File: src/thf_pkg.sv
package thf_pkg;

   localparam logic [7:0] OVERTEMP_STATUS_ADDR  = 8'h50;
   localparam logic [7:0] FAN_ALERT_STATUS_ADDR = 8'h51;
   localparam logic [7:0] STATUS_RESET          = 8'h00;
   localparam logic [7:0] ON_TIME_RESET         = 8'h00;
   localparam logic [7:0] DUTY_LIMIT_ZERO       = 8'h00;
   localparam logic [7:0] READ_IDLE             = 8'h00;

   // base tick of the duty window and the number of ticks in one window
   localparam int         CLK_PERIOD_NS         = 50;
   localparam int         TICK_TIME_NS          = 1000000;
   localparam int         TICK_CYCLES_DEFAULT   = TICK_TIME_NS / CLK_PERIOD_NS;
   localparam logic [6:0] WINDOW_TICKS          = 7'h64;
   localparam logic [6:0] ACTIVE_TICKS_RESET    = 7'h00;
   localparam logic [6:0] WIN_CNT_RESET         = 7'h00;
   localparam logic [6:0] TICK_STEP             = 7'h01;

   typedef struct packed {
      logic       local_trip;
      logic       remote_trip;
      logic       rsvd5;
      logic       duty_exceeded;
      logic       input_seen;
      logic       output_driven;
      logic [1:0] rsvd;
   } thf_overtemp_status_type;

   typedef struct packed {
      logic       fan_stalled;
      logic       fan_alarm_speed;
      logic [4:0] rsvd;
      logic       alert_low;
   } thf_fan_alert_status_type;

   typedef struct packed {
      logic local_trip;
      logic remote_trip;
      logic fan_stalled;
      logic fan_alarm_speed;
      logic alert_low;
   } thf_cond_type;

endpackage

File: src/thf_status_regs.sv
`timescale 1ns/10ps
`default_nettype none

// Summary of operation
// Bit 7 of the overtemperature status register shows that the local channel tripped its pin limit.
// Bit 6 of the overtemperature status register shows that the remote channel tripped its pin limit.
// Bit 4 is set when the overtemperature signal duty exceeds the programmed limit and is cleared by a read.
// With a limit of zero and the signal still active, bit 4 sets again at once after a clearing read.
// Bit 3 shows that another party pulls the overtemperature pin low while the pin is an input.
// Bit 2 shows that the device itself drives the overtemperature pin low.
// Bit 7 of the fan and alert status register shows a stalled fan.
// Bit 6 of the fan and alert status register shows fans forced to full speed by an alarm.
// Bit 0 of the fan and alert status register shows that the alert output is driven low.
// Both registers reset to zero on power-on and software reset, ignore locking, and are read-only.
// The active percentage of the overtemperature signal is measured over a selectable window.
// Every status bit except the duty flag follows its condition live and clears when it ends.
module thf_status_regs
#(
   parameter int CNT_W       = 24,
   parameter int TICK_CYCLES = thf_pkg::TICK_CYCLES_DEFAULT
)
(
   input  wire logic                  core_clk_in,
   input  wire logic                  resetn_in,
   input  wire logic                  soft_reset_in,
   input  wire thf_pkg::thf_cond_type cond_in,
   input  wire logic                  overtemp_pin_in,
   input  wire logic                  overtemp_drive_in,
   output logic                       overtemp_pin_out,
   output logic                       overtemp_pin_oe_n_out,
   input  wire logic [7:0]            overtemp_duty_limit_in,
   input  wire logic [1:0]            window_sel_in,
   input  wire logic [7:0]            reg_addr_in,
   input  wire logic                  reg_rd_in,
   output logic [7:0]                 rd_data_out,
   output logic                       rd_valid_out,
   output logic [7:0]                 overtemp_on_time_out
);
   import thf_pkg::*;

   thf_overtemp_status_type  status2;
   thf_fan_alert_status_type status3;
   logic [CNT_W-1:0]         tick_cnt;
   logic [CNT_W-1:0]         tick_limit;
   logic                     tick;
   logic [6:0]               win_cnt;
   logic [6:0]               active_ticks;
   logic                     overtemp_active;
   logic                     win_end;
   logic                     duty_set;
   logic                     rd_clear;

   // open-drain pin: only ever pulls low
   assign overtemp_pin_out      = 1'b0;
   assign overtemp_pin_oe_n_out = ~overtemp_drive_in;
   assign overtemp_active       = ~overtemp_pin_in;

   // tick period doubles with each step of the window select
   assign tick_limit = CNT_W'(TICK_CYCLES) << window_sel_in;
   assign tick       = (tick_cnt == tick_limit - CNT_W'(1));
   assign win_end    = tick && (win_cnt == WINDOW_TICKS - TICK_STEP);

   always_ff @(posedge core_clk_in or negedge resetn_in)
   begin
      if (!resetn_in)
         tick_cnt <= '0;
      else if (soft_reset_in || tick)
         tick_cnt <= '0;
      else
         tick_cnt <= tick_cnt + CNT_W'(1);
   end

   // duty measurement: active ticks out of one hundred read directly as percent
   always_ff @(posedge core_clk_in or negedge resetn_in)
   begin
      if (!resetn_in)
      begin
         win_cnt              <= WIN_CNT_RESET;
         active_ticks         <= ACTIVE_TICKS_RESET;
         overtemp_on_time_out <= ON_TIME_RESET;
      end
      else if (soft_reset_in)
      begin
         win_cnt              <= WIN_CNT_RESET;
         active_ticks         <= ACTIVE_TICKS_RESET;
         overtemp_on_time_out <= ON_TIME_RESET;
      end
      else if (win_end)
      begin
         win_cnt              <= WIN_CNT_RESET;
         active_ticks         <= ACTIVE_TICKS_RESET;
         overtemp_on_time_out <= {1'b0, active_ticks + (overtemp_active ? TICK_STEP : ACTIVE_TICKS_RESET)};
      end
      else if (tick)
      begin
         win_cnt <= win_cnt + TICK_STEP;
         if (overtemp_active)
            active_ticks <= active_ticks + TICK_STEP;
      end
   end

   assign duty_set = ((overtemp_duty_limit_in == DUTY_LIMIT_ZERO) && overtemp_active)
                     || ({1'b0, active_ticks} > overtemp_duty_limit_in);
   assign rd_clear = reg_rd_in && (reg_addr_in == OVERTEMP_STATUS_ADDR);

   // status bits: live, except the duty flag, which holds until a clearing read
   always_ff @(posedge core_clk_in or negedge resetn_in)
   begin
      if (!resetn_in)
      begin
         status2 <= STATUS_RESET;
         status3 <= STATUS_RESET;
      end
      else if (soft_reset_in)
      begin
         status2 <= STATUS_RESET;
         status3 <= STATUS_RESET;
      end
      else
      begin
         status2.local_trip      <= cond_in.local_trip;
         status2.remote_trip     <= cond_in.remote_trip;
         status2.input_seen      <= overtemp_active && !overtemp_drive_in;
         status2.output_driven   <= overtemp_drive_in;
         status3.fan_stalled     <= cond_in.fan_stalled;
         status3.fan_alarm_speed <= cond_in.fan_alarm_speed;
         status3.alert_low       <= cond_in.alert_low;
         // set wins over the clearing read
         if (duty_set)
            status2.duty_exceeded <= 1'b1;
         else if (rd_clear)
            status2.duty_exceeded <= 1'b0;
      end
   end

   // read port; no write path exists, so the registers stay read-only
   always_ff @(posedge core_clk_in or negedge resetn_in)
   begin
      if (!resetn_in)
      begin
         rd_data_out  <= READ_IDLE;
         rd_valid_out <= 1'b0;
      end
      else
      begin
         rd_valid_out <= reg_rd_in;
         if (reg_rd_in)
         begin
            case (reg_addr_in)
               OVERTEMP_STATUS_ADDR:  rd_data_out <= status2;
               FAN_ALERT_STATUS_ADDR: rd_data_out <= status3;
               default:               rd_data_out <= READ_IDLE;
            endcase
         end
      end
   end
endmodule

`default_nettype wire

File: config.mk
export PLATFORM = sky130hd
export DESIGN_NAME = thf_status_regs
export DESIGN_NICKNAME = d
export VERILOG_FILES = /design/src/thf_pkg.sv /design/src/thf_status_regs.sv
export SDC_FILE = /design/constraint.sdc
export NUM_CORES = 1
export LEC_CHECK = 0
export BUFFER_PORTS_ARGS = -buffer_cell sky130_fd_sc_hd__buf_2
export CORE_MARGIN = 3
export CORE_UTILIZATION = 49
export CTS_BUF_LIST = sky130_fd_sc_hd__clkbuf_8
export CTS_CLUSTER_SIZE = 8
export DETAILED_ROUTE_END_ITERATION = 10
export GPL_ROUTABILITY_DRIVEN = 0
export PLACE_DENSITY_LB_ADDON = 0.15
export SLEW_MARGIN = 20
export SYNTH_ARGS = -nofsm -noshare
export SYNTH_HDL_FRONTEND = slang
export SYNTH_SLANG_ARGS = --single-unit
File: constraint.sdc
create_clock -name core_clk_in -period 2.45 [get_ports core_clk_in]
set_input_delay 0.49 -clock core_clk_in [delete_from_list [all_inputs] [get_ports core_clk_in]]
set_output_delay 0.49 -clock core_clk_in [all_outputs]
set_load 0.01 [all_outputs]
==> key figures <==
Place
  – Post-detail-place hpwl: 4.79 mm
  – IO buf count: 43

Clock tree
  – Clock latency at the later pin of the worst-skew pair: between 0.3 and 0.4 ns
  – Clock H-tree levels: 3
  – CTS tree: built
  – CTS Sinks: 60
  – Cts hold-fix bufs: 0
  – CTS Buf Count: 9
  – Reg clk slew, reported paths: 0.07 ns
  – Root buffer cell: clkbuf_8
  – CTS max path bufs: 2
  – Setup Fix Bufs, Post-CTS: 0

Pwr
  – VDD IR max: between 0.0003 and 0.0004 V
  – Leakage: 1.83 nW
  – PwrDens: 526 mW/mm^2

Route
  – Routed WL: 6.71 mm
  – Detailed-route DRC error count: 0
  – Routed len/inst: 13.7 um
  – DRT iter0 DRCs: 82
  – First-pass DRT Iterations: 4
  – Total number of vias: 2,622
  – Via density: 5.35
  – Post-route ant nets: 0

Finish
  – Final net count: around 460
  – Fin util: 60.2%
  – Layout cells sized above 1: 18.4%
  – ANT cells: 0
  – Layout Area Growth over Synthesis: 17.9%

Global routing
  – GRT busiest layer: met2
  – GRT Resource Usage Total: 19.0%
  – Met1 Usage GRT: 26.8%
  – Largest net degree at the start of global routing: 61
  – M2 GR Usage: 28.7%
  – Remaining Overflow, GRT: 0
  – Initial antenna violation count: 0
  – Met3 Resource Use GR: 3.57%
  – Vias in the first global route: roughly 2,500
  – First-pass GRT wire length: 11.5 mm

Critical path
  – Worst R2R Setup Slack: 0.17 ns
  – R2r endpoint: active_ticks[2]$_DFFE_PN0P_
  – Crit. End Element: register
  – Crit path arrival time: between 2 and 3 ns
  – CP startpoint kind: register
  – R2R Path Start: tick_cnt[18]$_DFF_PN0_
  – Reg2Reg Depth: 8
  – CP Max Fanout: 11
  – Crit Path Class: register to register
  – Crit path required time: 2.70 ns

Timing
  – Unrepaired setup endpoints after global routing: no
  – Slew Limit Fails: 0
  – Worst slew margin: 50.8%
  – Sum Neg Setup Slack: 0 ns
  – F_max: 439 MHz
  – Count of final setup violators: 0
  – Measured slew at the worst slew-check pin: 0.738 ns
  – Count of final hold-check violations: 0
  – Clk_skew: 0.00676 ns
  – Final worst path period need: 2.28 ns
  – Final period utilization: 92.9%

Logic synthesis
  – Sequential fraction of the synthesis area: 45.7%
  – Asr flop ratio synth: 100%
  – Avg Inst Size Synth: 9.30 sq um
  – Synth Register Bits: 60
  – Synth unique cells: between 40 and 50
  – Post-Synthesis Cells: between 300 and 400
  – EDFF count, synth: 0
  – Synthesized cell area: 0.00328 sq mm
  – Top FF cell, synth: dfrtp_1
  – Synth warn: 0

Run status
  – Outcome: completed

Die
  – Cell Rows: 29
  – Die ar.: a little under 0.008 sq mm
  – Num ports: 48
  – Initial core utilization: 51.1%
  – Die W: just under 90 um
  – Core Area: 0.00642 sq mm
  – Die Ht: between 80 and 90 um

Hold path
  – Hold crit path type: input pin to asynchronous set/reset pin

Flow run
  – Max cap viols: 0
## flip-flops by register name, summed over array words and instances, names as in the netlist
signal and flops:
active_ticks 7, status2 5, rd_data_out 6, overtemp_on_time_out 7, win_cnt 7, rd_valid_out 1, status3 3, tick_cnt 24
## cells in the mapped netlist (5+ instances only)
master	n	area [sq um]
a21oi_1	12	60.1
mux2i_1	5	50.1
nor3_1	6	30.0
nand2_1	22	82.6
or3_1	7	43.8
and3_1	10	62.6
xor2_1	18	158
ha_1	19	238
nor2_1	49	184
nor2b_1	11	68.8
o21ai_0	13	65.1
inv_1	21	78.8
clkbuf_1	7	26.3
a211oi_1	5	37.5
dfrtp_1	60	1500
nand3_1	20	100
nand4_1	7	43.8
xnor2_1	16	140
## metal layers
metal / vias to the layer above / share of wire (%)
li1: 1309 / -
met1: 1247 / 49
met2: 55 / 44
met3: 11 / 4.7
met4: 0 / 1.7
met5: - / 0
## repair_timing
action	CTS	global route
endpoints found under the hold margin	0	0
resized for setup	0	3
endpoints found under the setup margin	0	8
## worst max-delay path by stage
stage	from	endpoint	slack, ns	depth (start not counted)
3_5_place_dp	window_sel_in[0]	active_ticks[0]$_DFFE_PN0P_	-0.17	11
2_1_floorplan	window_sel_in[0]	win_cnt[2]$_DFFE_PN0P_	0.15	8
3_3_place_gp	window_sel_in[0]	active_ticks[0]$_DFFE_PN0P_	-0.11	11
4_1_cts	tick_cnt[18]$_DFF_PN0_	active_ticks[1]$_DFFE_PN0P_	0.05	8
6_report	tick_cnt[18]$_DFF_PN0_	active_ticks[2]$_DFFE_PN0P_	0.17	8
5_1_grt	tick_cnt[18]$_DFF_PN0_	active_ticks[2]$_DFFE_PN0P_	0.009	8
## kinds of logic (layout without fill, tap and decap cells)
logic type      after synthesis  in the layout  synth area share, %
fa+ha+maj                    19             19                 7.24
simple gates                153            153                 23.3
xor+xnor                     34             34                 9.07
buf+inv                      37             94                 4.84
flops                        60             60                 45.7
other cells                   1              4                0.114
mux                           5              5                 1.53
compound gates               44             44                 8.16
## report_power, final
| group | leakage (nW) | internal, mW | switching [mW] | total (mW) |
|---|---|---|---|---|
| sequential | 0.827 | 1.00 | 0.00610 | 1.01 |
| clock | 0.109 | 0.518 | 0.381 | 0.899 |
| combinational | 0.891 | 0.0504 | 0.0766 | 0.127 |
| total | 1.83 | 1.57 | 0.464 | 2.03 |
## through the flow
step / hold slack (ns) / area [sq um] / power, mW / instances / setup slack (ns)
2_1_floorplan: 0.194 / 3290 / 1.09 / 356 / 0.154
3_3_place_gp: 0.433 / 3650 / 1.15 / 474 / -0.113
3_5_place_dp: 0.447 / 3650 / 1.15 / 474 / -0.175
4_1_cts: 0.304 / 3860 / 2.07 / 490 / 0.0516
5_1_grt: 0.312 / 3870 / 2.13 / 490 / 0.00949
6_report: 0.310 / 3870 / 2.03 / 490 / 0.174
## worst max-delay path, stage by stage (launching register included)
cell,delay [ns]
dfrtp_1,0.41
or4_1,0.56
nor4_2,0.26
nand4_1,0.15
buf_4,0.20
buf_4,0.18
nor3b_1,0.19
o21ai_0,0.11
a21oi_1,0.15
## cell usage in the layout (no fill, tap or decap), types with 2 or more instances in the layout
cell,count
dfrtp_1,60
nor2_1,49
buf_2,43
nand2_1,22
inv_1,21
nand3_1,20
ha_1,19
xor2_1,18
xnor2_1,16
o21ai_0,13
a21oi_1,12
buf_4,12
nor2b_1,11
clkbuf_8,11
and3_1,10
or3_1,7
nand4_1,7
nor3_1,6
mux2i_1,5
a211oi_1,5
nand2b_1,4
o22ai_1,4
conb_1,4
clkinv_2,4
nor4_1,3
nand3b_1,2
or4_1,2
a31oi_1,2
and2_1,2
o21a_1,2
buf_12,2
## cell type report
| cell class | count | area, sq um |
|---|---|---|
| clock buffer | 11 | 151 |
| clock inverter | 5 | 50.0 |
| fill | 550 | 2550 |
| inverter | 21 | 78.8 |
| multi-input combinational | 259 | 1650 |
| sequential | 60 | 1500 |
| tap | 77 | 96.3 |
| timing repair buffer | 57 | 345 |
Power figures use the tool's default switching activity.
